$ cat src/pkg/synth_cal_pkg.sv
// Constants and carrier types for the synthesizer calibration register slice
package synth_cal_pkg;
	// Register indices; byte address is four times the index
	localparam logic [7:0] IDX_LO_BIAS = 8'h19;
	localparam logic [7:0] IDX_LOOP_GAIN = 8'h1a;
	localparam logic [7:0] IDX_TUNE_CTRL = 8'h1b;
	localparam logic [7:0] IDX_AMP_LEVEL = 8'h1c;
	localparam logic [7:0] IDX_IRQ_STATUS = 8'h30;
	localparam logic [7:0] IDX_IRQ_MASK = 8'h31;
	localparam logic [7:0] IDX_CAL_STATUS = 8'h32;
	localparam logic [7:0] IDX_PIN_ROUTE = 8'h33;

	// Values after reset
	localparam logic [7:0] RST_LO_BIAS = 8'h45;
	localparam logic [7:0] RST_LOOP_GAIN = 8'h86;
	localparam logic [7:0] RST_TUNE_CTRL = 8'h0d;
	localparam logic [7:0] RST_AMP_LEVEL = 8'h0f;
	localparam logic [1:0] RST_IRQ = 2'h0;
	localparam logic [3:0] RST_PIN_ROUTE = 4'h0;

	// Bit positions in the bias, tune control and amplifier level registers
	localparam int POS_PRESC_BIAS = 6;
	localparam int POS_LO_DRIVE = 0;
	localparam int POS_START = 7;
	localparam int POS_STORE_BOTH = 6;
	localparam int POS_DIV_CODE = 4;
	localparam int POS_ROUTINE = 3;
	localparam int POS_DAC_SEED = 0;
	localparam int POS_STRONG = 4;
	localparam int POS_WEAK = 0;

	// Interrupt status bit positions
	localparam int IRQ_DONE = 0;
	localparam int IRQ_START = 1;

	// Calibration clock dividers, new routine then legacy routine
	localparam logic [8:0] DIV_NEW_0 = 9'h008;
	localparam logic [8:0] DIV_NEW_1 = 9'h010;
	localparam logic [8:0] DIV_NEW_2 = 9'h028;
	localparam logic [8:0] DIV_NEW_3 = 9'h050;
	localparam logic [8:0] DIV_OLD_0 = 9'h050;
	localparam logic [8:0] DIV_OLD_1 = 9'h080;
	localparam logic [8:0] DIV_OLD_2 = 9'h0a0;
	localparam logic [8:0] DIV_OLD_3 = 9'h100;

	// Status pin sources: constant zero, constant one and the done flag
	localparam logic [3:0] PIN_SRC_ZERO = 4'h0;
	localparam logic [3:0] PIN_SRC_ONE = 4'h1;
	localparam logic [3:0] PIN_SRC_CAL_DONE = 4'h5;

	// Legacy calibration length in reference periods, per divider code
	localparam int LEGACY_REF_0 = 90000;
	localparam int LEGACY_REF_1 = 110000;
	localparam int LEGACY_REF_2 = 200000;
	// Reference periods per divider unit for the new routine
	localparam int NEW_REF_PER_DIV = 1024;
	localparam int CAL_CNT_W = 18;

	// Decoded settings handed to the analog side
	typedef struct packed {
		logic [1:0] presc_bias;
		logic [2:0] lo_drive;
		logic [7:0] loop_gain;
		logic store_both;
		logic routine_new;
		logic [8:0] cal_div;
		logic [3:0] tune_dac_seed;
		logic [3:0] strong_amp_level;
		logic [3:0] weak_amp_level;
	} synth_cfg_t;

	// Calibration state
	typedef enum logic [0:0] {
		CAL_IDLE = 1'b0,
		CAL_RUN = 1'b1
	} cal_state_t;
endpackage

$ cat src/design/synth_cal_regs.sv
// Calibration and PA configuration register slice with Wishbone slave
//
// The Wishbone interface to the registers was chosen for this implementation.
`timescale 1ns/10ps
// How it works
// - Prescaler bias code in bias register top bits, resets to 1.
// - LO drive code in bias register low bits, resets to 5.
// - Loop gain register resets to 134; software loads the computed value.
// - Rising edge of the start bit launches a calibration; resets to 0.
// - Store-both sends results to sets A and B, else selected set.
// - New routine maps divider codes 0..3 to 8, 16, 40, 80.
// - Legacy routine maps divider codes 0..3 to 80, 128, 160, 256.
// - Legacy calibration lasts about 90000, 110000 or 200000 periods.
// - Routine select resets to 1, choosing the new routine.
// - DAC seed resets to 5; start value is code plus one.
// - Strong amplifier level in upper nibble, resets to 0, 0 is off.
// - Weak amplifier level in lower nibble, resets to 15, 0 is off.
// - Active low done flag reaches status pin when source is 5.
module synth_cal_regs #(
	parameter int LEGACY_CNT_0 = synth_cal_pkg::LEGACY_REF_0,
	parameter int LEGACY_CNT_1 = synth_cal_pkg::LEGACY_REF_1,
	parameter int LEGACY_CNT_2 = synth_cal_pkg::LEGACY_REF_2,
	parameter int NEW_CNT_PER_DIV = synth_cal_pkg::NEW_REF_PER_DIV
) (
	input wire logic mclk,
	input wire logic resetn,
	input wire logic wb_cyc_i,
	input wire logic wb_stb_i,
	input wire logic wb_we_i,
	input wire logic [9:0] wb_adr_i,
	input wire logic [3:0] wb_sel_i,
	input wire logic [31:0] wb_dat_i,
	output logic [31:0] wb_dat_o,
	output logic wb_ack_o,
	input wire logic freq_bank_sel,
	output synth_cal_pkg::synth_cfg_t cfg,
	output logic cal_busy,
	output logic cal_store_a,
	output logic cal_store_b,
	output logic cal_done_n,
	output logic status_pin,
	output logic irq
);
	logic [7:0] lo_bias_r;
	logic [7:0] loop_gain_r;
	logic [7:0] tune_ctrl_r;
	logic [7:0] amp_level_r;
	logic [1:0] irq_status_r;
	logic [1:0] irq_mask_r;
	logic [3:0] pin_route_r;
	logic ack_r;
	logic [31:0] rdata_r;
	logic start_prev_r;
	synth_cal_pkg::cal_state_t cal_state_r;
	logic [synth_cal_pkg::CAL_CNT_W-1:0] cal_cnt_r;
	logic done_n_r;
	logic store_a_r;
	logic store_b_r;
	logic pin_r;
	logic irq_r;
	synth_cal_pkg::synth_cfg_t cfg_r;
	logic [7:0] idx;
	logic req;
	logic wr;
	logic start_rise;
	logic cal_end;
	logic [synth_cal_pkg::CAL_CNT_W-1:0] cal_len;
	logic [1:0] div_code;
	logic [1:0] irq_clr;
	logic [1:0] irq_set;

	// Divider lookup, shared by the decoded output and the timer
	function automatic logic [8:0] cal_divider(input logic sel_new,
		input logic [1:0] code);
		logic [8:0] d;
		d = synth_cal_pkg::DIV_NEW_0;
		case ({sel_new, code})
			3'h4: d = synth_cal_pkg::DIV_NEW_0;
			3'h5: d = synth_cal_pkg::DIV_NEW_1;
			3'h6: d = synth_cal_pkg::DIV_NEW_2;
			3'h7: d = synth_cal_pkg::DIV_NEW_3;
			3'h0: d = synth_cal_pkg::DIV_OLD_0;
			3'h1: d = synth_cal_pkg::DIV_OLD_1;
			3'h2: d = synth_cal_pkg::DIV_OLD_2;
			3'h3: d = synth_cal_pkg::DIV_OLD_3;
			default: d = synth_cal_pkg::DIV_NEW_0;
		endcase
		return d;
	endfunction

	// Bus decode; registers sit in byte lane 0 of aligned words
	assign idx = wb_adr_i[9:2];
	assign req = wb_cyc_i & wb_stb_i;
	// Write lands on the edge where the master sees ack
	assign wr = req & ack_r & wb_we_i & wb_sel_i[0];
	assign div_code = tune_ctrl_r[synth_cal_pkg::POS_DIV_CODE +: 2];

	// Calibration length; legacy uses fixed periods, new scales the divider
	always_comb begin
		cal_len = '0;
		if (tune_ctrl_r[synth_cal_pkg::POS_ROUTINE]) begin
			cal_len = synth_cal_pkg::CAL_CNT_W'(NEW_CNT_PER_DIV *
				int'(cal_divider(1'b1, div_code)));
		end else begin
			case (div_code)
				2'h0: cal_len = synth_cal_pkg::CAL_CNT_W'(LEGACY_CNT_0);
				2'h1: cal_len = synth_cal_pkg::CAL_CNT_W'(LEGACY_CNT_1);
				default: cal_len = synth_cal_pkg::CAL_CNT_W'(LEGACY_CNT_2);
			endcase
		end
	end

	assign start_rise = tune_ctrl_r[synth_cal_pkg::POS_START] & ~start_prev_r;
	assign cal_end = (cal_state_r == synth_cal_pkg::CAL_RUN) &&
		(cal_cnt_r <= synth_cal_pkg::CAL_CNT_W'(1));

	// Acknowledge one cycle after request, drop the cycle after
	always_ff @(posedge mclk) begin
		if (!resetn) begin
			ack_r <= 1'b0;
		end else begin
			ack_r <= req & ~ack_r;
		end
	end

	// Read data captured with ack; unmapped addresses read zero
	always_ff @(posedge mclk) begin
		if (!resetn) begin
			rdata_r <= 32'h0000_0000;
		end else if (req & ~ack_r) begin
			case (idx)
				synth_cal_pkg::IDX_LO_BIAS: rdata_r <= {24'h0, lo_bias_r};
				synth_cal_pkg::IDX_LOOP_GAIN: rdata_r <= {24'h0, loop_gain_r};
				synth_cal_pkg::IDX_TUNE_CTRL: rdata_r <= {24'h0, tune_ctrl_r};
				synth_cal_pkg::IDX_AMP_LEVEL: rdata_r <= {24'h0, amp_level_r};
				synth_cal_pkg::IDX_IRQ_STATUS:
					rdata_r <= {30'h0, irq_status_r};
				synth_cal_pkg::IDX_IRQ_MASK: rdata_r <= {30'h0, irq_mask_r};
				synth_cal_pkg::IDX_CAL_STATUS:
					rdata_r <= {30'h0, ~done_n_r, cal_state_r == synth_cal_pkg::CAL_RUN};
				synth_cal_pkg::IDX_PIN_ROUTE: rdata_r <= {28'h0, pin_route_r};
				default: rdata_r <= 32'h0000_0000;
			endcase
		end
	end

	// Bias register; reserved bits 5:3 stay zero
	always_ff @(posedge mclk) begin
		if (!resetn) begin
			lo_bias_r <= synth_cal_pkg::RST_LO_BIAS;
		end else if (wr && idx == synth_cal_pkg::IDX_LO_BIAS) begin
			lo_bias_r <= {wb_dat_i[7:6], 3'h0, wb_dat_i[2:0]};
		end
	end

	// Loop gain register
	always_ff @(posedge mclk) begin
		if (!resetn) begin
			loop_gain_r <= synth_cal_pkg::RST_LOOP_GAIN;
		end else if (wr && idx == synth_cal_pkg::IDX_LOOP_GAIN) begin
			loop_gain_r <= wb_dat_i[7:0];
		end
	end

	// Tune control; the start bit is plain storage, hardware never clears it
	always_ff @(posedge mclk) begin
		if (!resetn) begin
			tune_ctrl_r <= synth_cal_pkg::RST_TUNE_CTRL;
		end else if (wr && idx == synth_cal_pkg::IDX_TUNE_CTRL) begin
			tune_ctrl_r <= wb_dat_i[7:0];
		end
	end

	// Amplifier level register
	always_ff @(posedge mclk) begin
		if (!resetn) begin
			amp_level_r <= synth_cal_pkg::RST_AMP_LEVEL;
		end else if (wr && idx == synth_cal_pkg::IDX_AMP_LEVEL) begin
			amp_level_r <= wb_dat_i[7:0];
		end
	end

	// Mask and pin routing registers
	always_ff @(posedge mclk) begin
		if (!resetn) begin
			irq_mask_r <= synth_cal_pkg::RST_IRQ;
			pin_route_r <= synth_cal_pkg::RST_PIN_ROUTE;
		end else if (wr) begin
			if (idx == synth_cal_pkg::IDX_IRQ_MASK) begin
				irq_mask_r <= wb_dat_i[1:0];
			end
			if (idx == synth_cal_pkg::IDX_PIN_ROUTE) begin
				pin_route_r <= wb_dat_i[3:0];
			end
		end
	end

	// Sticky events; a set in the clearing cycle wins
	assign irq_clr = (wr && idx == synth_cal_pkg::IDX_IRQ_STATUS) ?
		wb_dat_i[1:0] : 2'h0;
	assign irq_set = {start_rise & (cal_state_r == synth_cal_pkg::CAL_IDLE),
		cal_end};
	always_ff @(posedge mclk) begin
		if (!resetn) begin
			irq_status_r <= synth_cal_pkg::RST_IRQ;
		end else begin
			irq_status_r <= (irq_status_r & ~irq_clr) | irq_set;
		end
	end

	// Interrupt level from unmasked status
	always_ff @(posedge mclk) begin
		if (!resetn) begin
			irq_r <= 1'b0;
		end else begin
			irq_r <= |(((irq_status_r & ~irq_clr) | irq_set) & irq_mask_r);
		end
	end

	// Previous start bit for edge detection
	always_ff @(posedge mclk) begin
		if (!resetn) begin
			start_prev_r <= 1'b0;
		end else begin
			start_prev_r <= tune_ctrl_r[synth_cal_pkg::POS_START];
		end
	end

	// Calibration timer; an edge during a run is ignored
	always_ff @(posedge mclk) begin
		if (!resetn) begin
			cal_state_r <= synth_cal_pkg::CAL_IDLE;
			cal_cnt_r <= '0;
		end else begin
			case (cal_state_r)
				synth_cal_pkg::CAL_IDLE: begin
					if (start_rise) begin
						cal_state_r <= synth_cal_pkg::CAL_RUN;
						cal_cnt_r <= cal_len;
					end
				end
				synth_cal_pkg::CAL_RUN: begin
					if (cal_end) begin
						cal_state_r <= synth_cal_pkg::CAL_IDLE;
						cal_cnt_r <= '0;
					end else begin
						cal_cnt_r <= cal_cnt_r - synth_cal_pkg::CAL_CNT_W'(1);
					end
				end
				default: begin
					cal_state_r <= synth_cal_pkg::CAL_IDLE;
					cal_cnt_r <= '0;
				end
			endcase
		end
	end

	// Result store strobes at the end of a run
	always_ff @(posedge mclk) begin
		if (!resetn) begin
			store_a_r <= 1'b0;
			store_b_r <= 1'b0;
		end else begin
			store_a_r <= cal_end &
				(tune_ctrl_r[synth_cal_pkg::POS_STORE_BOTH] | ~freq_bank_sel);
			store_b_r <= cal_end &
				(tune_ctrl_r[synth_cal_pkg::POS_STORE_BOTH] | freq_bank_sel);
		end
	end

	// Done flag, low once a run completes, high again on a new start
	always_ff @(posedge mclk) begin
		if (!resetn) begin
			done_n_r <= 1'b1;
		end else if (cal_state_r == synth_cal_pkg::CAL_IDLE && start_rise) begin
			done_n_r <= 1'b1;
		end else if (cal_end) begin
			done_n_r <= 1'b0;
		end
	end

	// Status pin mux; other sources live outside this slice and read zero
	always_ff @(posedge mclk) begin
		if (!resetn) begin
			pin_r <= 1'b0;
		end else begin
			case (pin_route_r)
				synth_cal_pkg::PIN_SRC_ONE: pin_r <= 1'b1;
				synth_cal_pkg::PIN_SRC_CAL_DONE: pin_r <= done_n_r;
				default: pin_r <= 1'b0;
			endcase
		end
	end

	// Decoded settings, registered so outputs come from flops
	always_ff @(posedge mclk) begin
		if (!resetn) begin
			cfg_r <= '0;
		end else begin
			cfg_r.presc_bias <= lo_bias_r[synth_cal_pkg::POS_PRESC_BIAS +: 2];
			cfg_r.lo_drive <= lo_bias_r[synth_cal_pkg::POS_LO_DRIVE +: 3];
			cfg_r.loop_gain <= loop_gain_r;
			cfg_r.store_both <= tune_ctrl_r[synth_cal_pkg::POS_STORE_BOTH];
			cfg_r.routine_new <= tune_ctrl_r[synth_cal_pkg::POS_ROUTINE];
			cfg_r.cal_div <= cal_divider(
				tune_ctrl_r[synth_cal_pkg::POS_ROUTINE], div_code);
			// start value is code plus one
			cfg_r.tune_dac_seed <= {1'b0,
				tune_ctrl_r[synth_cal_pkg::POS_DAC_SEED +: 3]} + 4'h1;
			cfg_r.strong_amp_level <= amp_level_r[synth_cal_pkg::POS_STRONG +: 4];
			cfg_r.weak_amp_level <= amp_level_r[synth_cal_pkg::POS_WEAK +: 4];
		end
	end

	assign wb_ack_o = ack_r;
	assign wb_dat_o = rdata_r;
	assign cfg = cfg_r;
	assign cal_busy = (cal_state_r == synth_cal_pkg::CAL_RUN);
	assign cal_store_a = store_a_r;
	assign cal_store_b = store_b_r;
	assign cal_done_n = done_n_r;
	assign status_pin = pin_r;
	assign irq = irq_r;
endmodule

$ cat config.mk
export PLATFORM = sky130hd
export DESIGN_NAME = synth_cal_regs
export DESIGN_NICKNAME = d
export VERILOG_FILES = /design/src/pkg/synth_cal_pkg.sv /design/src/design/synth_cal_regs.sv
export SDC_FILE = /design/constraint.sdc
export NUM_CORES = 1
export LEC_CHECK = 0
export BUFFER_PORTS_ARGS = -buffer_cell sky130_fd_sc_hd__buf_2
export CAP_MARGIN = 20
export CORE_ASPECT_RATIO = 0.9
export CORE_MARGIN = 2
export CORE_UTILIZATION = 56
export CTS_BUF_LIST = sky130_fd_sc_hd__clkbuf_8 sky130_fd_sc_hd__clkbuf_16
export DETAILED_ROUTE_END_ITERATION = 7
export GPL_TIMING_DRIVEN = 0
export PLACE_DENSITY = 0.87
export RECOVER_POWER = 50
export SYNTH_ARGS = -nofsm -noshare
export SYNTH_HDL_FRONTEND = slang
export SYNTH_SLANG_ARGS = --single-unit
$ cat constraint.sdc
create_clock -name mclk -period 4.6 [get_ports mclk]
set_input_delay 0.69 -clock mclk [delete_from_list [all_inputs] [get_ports mclk]]
set_output_delay 0.69 -clock mclk [all_outputs]
set_load 0.02 [all_outputs]
==> flow_summary.json, run 1 <==
{
  "rsz0062_at_grt": "false",
  "grt_antenna_before_repair": 0,
  "tns_ps": 0,
  "drv_cap": 0,
  "avgSynthCellArea_um2": 9.01,
  "via_per_inst": 5.69,
  "synth_top_area_share_pct": 44.5,
  "fp.dieH_um": 90.7,
  "synth_area_mm2": 0.00468,
  "cts_tree": "done",
  "whs_ps": 465,
  "drtIter0Drc": 473,
  "p_leak_uw": 0.00223,
  "cts.clk_slew.worst_paths_ps": 90,
  "synth_fa_ha_area_share_pct": 1.87,
  "track_usage_pct": 25.6,
  "cts_resized": 0,
  "pin_count": 127,
  "hpwl_mm": 8.49,
  "slew_viol_final": 0,
  "routed_wl_mm": 11.6,
  "slowest_delay_ps": 700,
  "worstPathCellList": "buf_2 -> nor3b_1 -> nand2_1 -> nor4_2 -> clkbuf_1 -> nand3_1 -> o21ai_0",
  "min_path_type": "register to register",
  "fmax_ghz": 0.439,
  "post-place-ws_ps": 2020,
  "worst_pin_slew_ps": 924,
  "cts_buffers": 9,
  "nets": 683,
  "hold_viol": 0,
  "synth_xor_area_share_pct": 1.12,
  "htree_num_levels": 3,
  "synth_top_family_by_area": "simple AND/OR/NAND/NOR gates",
  "synth-async-reset-ratio_pct": 0,
  "grt_pass1_vias": 3756,
  "fin_util_pct": 66.7,
  "drtAntennaViolNets": 0,
  "timing.slew.headroom_pct": 37.9,
  "core_mm2": 0.00807,
  "setup_ws_ps": 2320,
  "area_delta_synth_final_pct": 15.2,
  "place.gp.congestion": 0.958,
  "synth_cell_type_count": 58,
  "p_per_area_mw_per_mm2": 301,
  "rows": 31,
  "worst-setup-path-type": "input pin to register",
  "seq_area_frac_synth_pct": 44.5,
  "post_cts.repair.setup_buffers": 0,
  "start_kind": "input pin",
  "drive_gt1_share_pct": 14.6,
  "fin_crit_sh_pct": 49.5,
  "post_drt_wl_per_cell_um": 16.0,
  "synthMuxAreaShare_pct": 7.25,
  "io_buffers": 68,
  "status": "complete, no violations",
  "ys_top_cells_by_area": "dfxtp_1, mux2i_1, nand2_1",
  "yosysMostFrequentCell": "dfxtp_1",
  "arrival_ps": 2570,
  "synth_common_cells": "dfxtp_1, nand2_1, o21ai_0, buf_4, mux2i_1",
  "path_max_fanout": 10,
  "synth_compound_area_share_pct": 14.2,
  "die_w_um": 100,
  "initial_utilization_pct": 58.0,
  "synth-edff-count": 0,
  "netlist_instances": 519,
  "grt_pass1_wl_mm": 18.3,
  "diodes": 0,
  "ctsHoldBuffers": 0,
  "ir_drop_mv": 0.241,
  "cp-end-kind": "register",
  "die_area_mm2": 0.00910,
  "grt_start_max_net_pins": 18,
  "drtPass1Iterations": 5,
  "fin_worst_skew_ps": 14.1,
  "num_vias": 4141,
  "setup_viol": 0,
  "clock_latency_ps": 380,
  "synthSimpleGateAreaFrac_pct": 23.0,
  "cts_sinks": 104,
  "clockBufferDepth": 2,
  "cts_root_buffer": "clkbuf_8",
  "drc": 0,
  "yosys_warnings": 0,
  "synth.largest_area_cell": "dfxtp_1",
  "crit_slowest_cell": "nor4_2",
  "ys_seq_elements": 104,
  "synthFlopType": "dfxtp_1",
  "fin_crit_ps": 2280,
  "crit_required_ps": 4890,
  "grt_overflow": 0,
  "finalPower_uw": 1620
}
## kinds of logic after synthesis
family / count (synthesis)
flops: 104
buf+inv: 71
simple gates: 197
other cells: 1
mux: 31
fa+ha+maj: 7
xor+xnor: 6
compound gates: 102
## per-stage QoR
stage | cells | cell area, um2
after floorplan | 545 | 4770
after global placement | 712 | 5240
after detailed placement | 712 | 5240
after CTS | 728 | 5440
after global routing | 728 | 5390
final | 728 | 5390
## area by class of cell
| class | instances | area (um2) |
|---|---|---|
| clock buffers | 10 | 138 |
| well taps | 99 | 124 |
| flip-flops and latches | 104 | 2080 |
| clock inverters | 6 | 67.6 |
| repair buffers | 68 | 283 |
| multi-input cells | 370 | 2320 |
| inverters | 19 | 71.3 |
| fillers | 653 | 2680 |
| plain buffers | 52 | 302 |
## cell usage in the layout, fill, tap and decap left out, drive strengths merged, types with 4 or more instances in the layout
cell type,netlist,routed
nor4,8,8
clkbuf,21,77
inv,19,21
o21ai,31,31
conb,1,27
a31oi,6,6
or4,5,5
o21a,7,7
dfxtp,104,104
mux2i,26,26
nor2b,22,22
a21boi,5,5
nor3,14,14
nand2b,7,7
ha,7,7
nand3,19,19
or3,6,6
nand2,58,58
a22oi,6,6
a21oi,20,20
o22ai,6,6
buf,31,53
xnor2,4,4
and2,24,24
nor2,20,20
## worst max-delay path: cells and delay by family
family / cells / cell delay, ps
compound gates: 1 / 100
simple gates: 4 / 1310
buf+inv: 2 / 470
## sequential cells by signal, summed over array words and instances, names as in the netlist
name / count
amp_level_r: 8
irq_status_r: 2
cal_busy: 1
wb_ack_o: 1
cal_store_b: 1
cal_cnt_r: 18
tune_ctrl_r: 8
irq: 1
wb_dat_o: 8
loop_gain_r: 8
start_prev_r: 1
cal_store_a: 1
lo_bias_r: 5
irq_mask_r: 2
status_pin: 1
pin_route_r: 4
cal_done_n: 1
cfg: 33
## path summary, 6_finish.rpt
| path | from | end | slack [ps] | cells past startpoint |
|---|---|---|---|---|
| setup / recovery | wb_adr_i[9] | tune_ctrl_r[7] | 2320 | 7 |
| hold / removal | wb_dat_o[4] | wb_dat_o[4] | 460 | 2 |
| setup reg to reg | cal_cnt_r[0] | cal_cnt_r[16] | 2370 | 8 |
| hold reg to reg | wb_dat_o[4] | wb_dat_o[4] | 460 | 2 |
## per-layer routing
| metal | vias up | routed length, um | GRT usage (%) |
|---|---|---|---|
| met2 | 217 | 5210 | 38.6 |
| li1 | 1963 | - | - |
| met4 | 0 | 251 | 9.47 |
| met5 | - | 0 | 0 |
| met3 | 30 | 1050 | 6.66 |
| met1 | 1931 | 5100 | 35.1 |
## where the power goes
part	internal [uW]	switching, uW
Combinational	42.5	83.2
Sequential	907	2.09
Clock	268	316
Note: power is estimated with default switching activity, not from simulation.
==> inputs of run 2 (changes only) <==
- CORE_UTILIZATION: 56 -> 52
- PLACE_DENSITY: 0.87 -> 0.82
- clock period: 4.6 -> 2.2 ns (I/O delays scaled with it)
==> run 2 against run 1 <==
Clock power is 130% higher. Largest power group unchanged. Global-route usage down 1.3 points. Critical path depth up 1. Largest cell class unchanged. Final cell count grew 2.7%. Critical path type is now register to register. Sequential power up 110%. Non-clock buffer count stayed put. Combinational power rose by 110%. Setup slack got worse by 2200 ps.
==> flow_summary.json, run 2 (same netlist as run 1, synthesis figures left out) <==
{
  "hpwl_mm": 8.71,
  "via_per_inst": 5.47,
  "setup_viol": 0,
  "fin_crit_sh_pct": 96.4,
  "cts_buffers": 9,
  "r2r_start": "cal_cnt_r[0]",
  "fmax_ghz": 0.472,
  "clockBufferDepth": 2,
  "core_mm2": 0.00865,
  "combPwrFrac_pct": 7.5,
  "path_max_fanout": 6,
  "timing.rr.end": "cal_cnt_r[16]",
  "io_buffers": 68,
  "ctsHoldBuffers": 0,
  "routed_wl_mm": 11.7,
  "fin_worst_skew_ps": 12.1,
  "fin_cells": 748,
  "area_delta_synth_final_pct": 17.1,
  "grt_antenna_before_repair": 0,
  "diodes": 0,
  "r2r_cells": 8,
  "fp.dieH_um": 94.0,
  "p_clk_share_pct": 38.8,
  "pin_count": 127,
  "hp-start": "freq_bank_sel",
  "drive_gt1_share_pct": 15.3,
  "status": "complete, no violations",
  "crit_required_ps": 2480,
  "power_switching_uw": 885,
  "cp-end-kind": "register",
  "drc": 0,
  "hold_path_depth": 2,
  "worstPathCellList": "inv_2 -> ha_4 -> or4b_1 -> buf_2 -> or4_1 -> nor3_2 -> xnor2_1 -> o22ai_2",
  "slowest_delay_ps": 430,
  "start_kind": "register",
  "die_area_mm2": 0.00977,
  "worst-setup-path-type": "register to register",
  "drtPass1Iterations": 5,
  "final_cell_mix": "dfxtp_1, clkbuf_1, nand2_1, o21ai_0",
  "cts_sinks": 104,
  "initial_utilization_pct": 54.1,
  "hold_end": "cal_store_a",
  "clock_latency_ps": 380,
  "seqPwrFrac_pct": 53.7,
  "die_w_um": 104,
  "cts_root_buffer": "clkbuf_8",
  "post_drt_wl_per_cell_um": 15.7,
  "ir_drop_mv": 0.395,
  "num_vias": 4093,
  "rows": 32,
  "place.gp.congestion": 0.950,
  "rsz0062_at_grt": "true",
  "r2r_slack_ps": 80,
  "grt_start_max_net_pins": 20,
  "drv_cap": 0,
  "drtIter0Drc": 298,
  "worst_pin_slew_ps": 762,
  "internal-power_uw": 2650,
  "track_usage_pct": 24.3,
  "post-place-ws_ps": -65.0,
  "drtAntennaViolNets": 0,
  "sw_frac_of_total_pct": 25.0,
  "p_leak_uw": 0.00226,
  "final_common_cell": "dfxtp_1",
  "nets": 683,
  "timing.slew.headroom_pct": 49.2,
  "post_cts.repair.setup_buffers": 0,
  "min_path_type": "input pin to register",
  "post-place-cells": 732,
  "p_per_area_mw_per_mm2": 646,
  "cts_tree": "done",
  "grt_pass1_wl_mm": 18.4,
  "htree_num_levels": 3,
  "hold_viol": 0,
  "arrival_ps": 2400,
  "grt_pass1_vias": 3701,
  "setup_ws_ps": 79.2,
  "slew_viol_final": 0,
  "cts.clk_slew.worst_paths_ps": 100,
  "fin_crit_ps": 2120,
  "largest_reg_flops": 33,
  "grt_overflow": 0,
  "crit_slowest_cell": "or4b_1"
}
run 2: cell count changes in the layout (fill, tap and decap cells not counted), moves of 2 or more:
cell / delta
and2_0: +2
and2_1: -2
inv_1: -3
inv_2: +2
inv_8: +2
nor4_2: -2
nor4_4: +2
run 2: final cells by class:
class                   instances  area [um2]
fillers                       766        3170
multi-input cells             370        2350
flip-flops and latches        104        2080
plain buffers                  52         302
repair buffers                 68         282
well taps                     119         149
clock buffers                   9         124
clock inverters                 7         109
inverters                      19        71.3
run 2: worst max path at each step:
stage	cells past startpoint	end	startpoint	slack [ps]
finish	8	cal_cnt_r[16]	cal_cnt_r[0]	80
global route	8	cal_cnt_r[16]	cal_cnt_r[0]	-30
detailed placement	8	loop_gain_r[4]	wb_adr_i[3]	-70
CTS	8	cal_cnt_r[16]	cal_cnt_r[0]	4
global placement	7	tune_ctrl_r[4]	wb_adr_i[9]	8
floorplan	8	cal_cnt_r[16]	cal_cnt_r[1]	160
run 2: stage by stage:
stage / total power [uW] / setup TNS (ps) / utilization [%] / cell area, um2 / hold WS, ps
floorplan: 2130 / 0 / - / 4770 / 415
global placement: 2200 / 0 / 60.9 / 5260 / 435
detailed placement: 2210 / -319 / 60.9 / 5260 / 437
CTS: 3550 / 0 / 63.7 / 5510 / 141
global route: 3660 / -33.2 / 63.3 / 5470 / 139
finish: 3540 / 0 / 63.3 / 5470 / 146
run 2: power groups by stage:
stage / registers, uW / clock network (uW) / logic, uW
final: 1900 / 1370 / 264
after floorplan: 1970 / 0 / 161
after global placement: 1940 / 0 / 259
after CTS: 1900 / 1390 / 263
after global routing: 1900 / 1470 / 283
after detailed placement: 1940 / 0 / 262
run 2: worst max-delay path: cells and delay by family (launching register included):
kind | cells | cell delay [ps]
simple gates | 3 | 1000
flops | 1 | 360
buf+inv | 2 | 240
xor+xnor | 1 | 160
fa+ha+maj | 1 | 150
compound gates | 1 | 90
run 2: timing repair:
action	CTS	global route
setup endpoints to repair	1	13
pin swaps	1	1
gates resized for setup	5	3
gates cloned	0	0
run 2: routing by layer:
layer,track usage (%),vias up,wire length [um]
met1,32.1,1892,4930
met3,5.48,23,1120
met5,0,-,0
li1,-,1966,-
met2,38.7,212,5430
met4,9.80,0,258
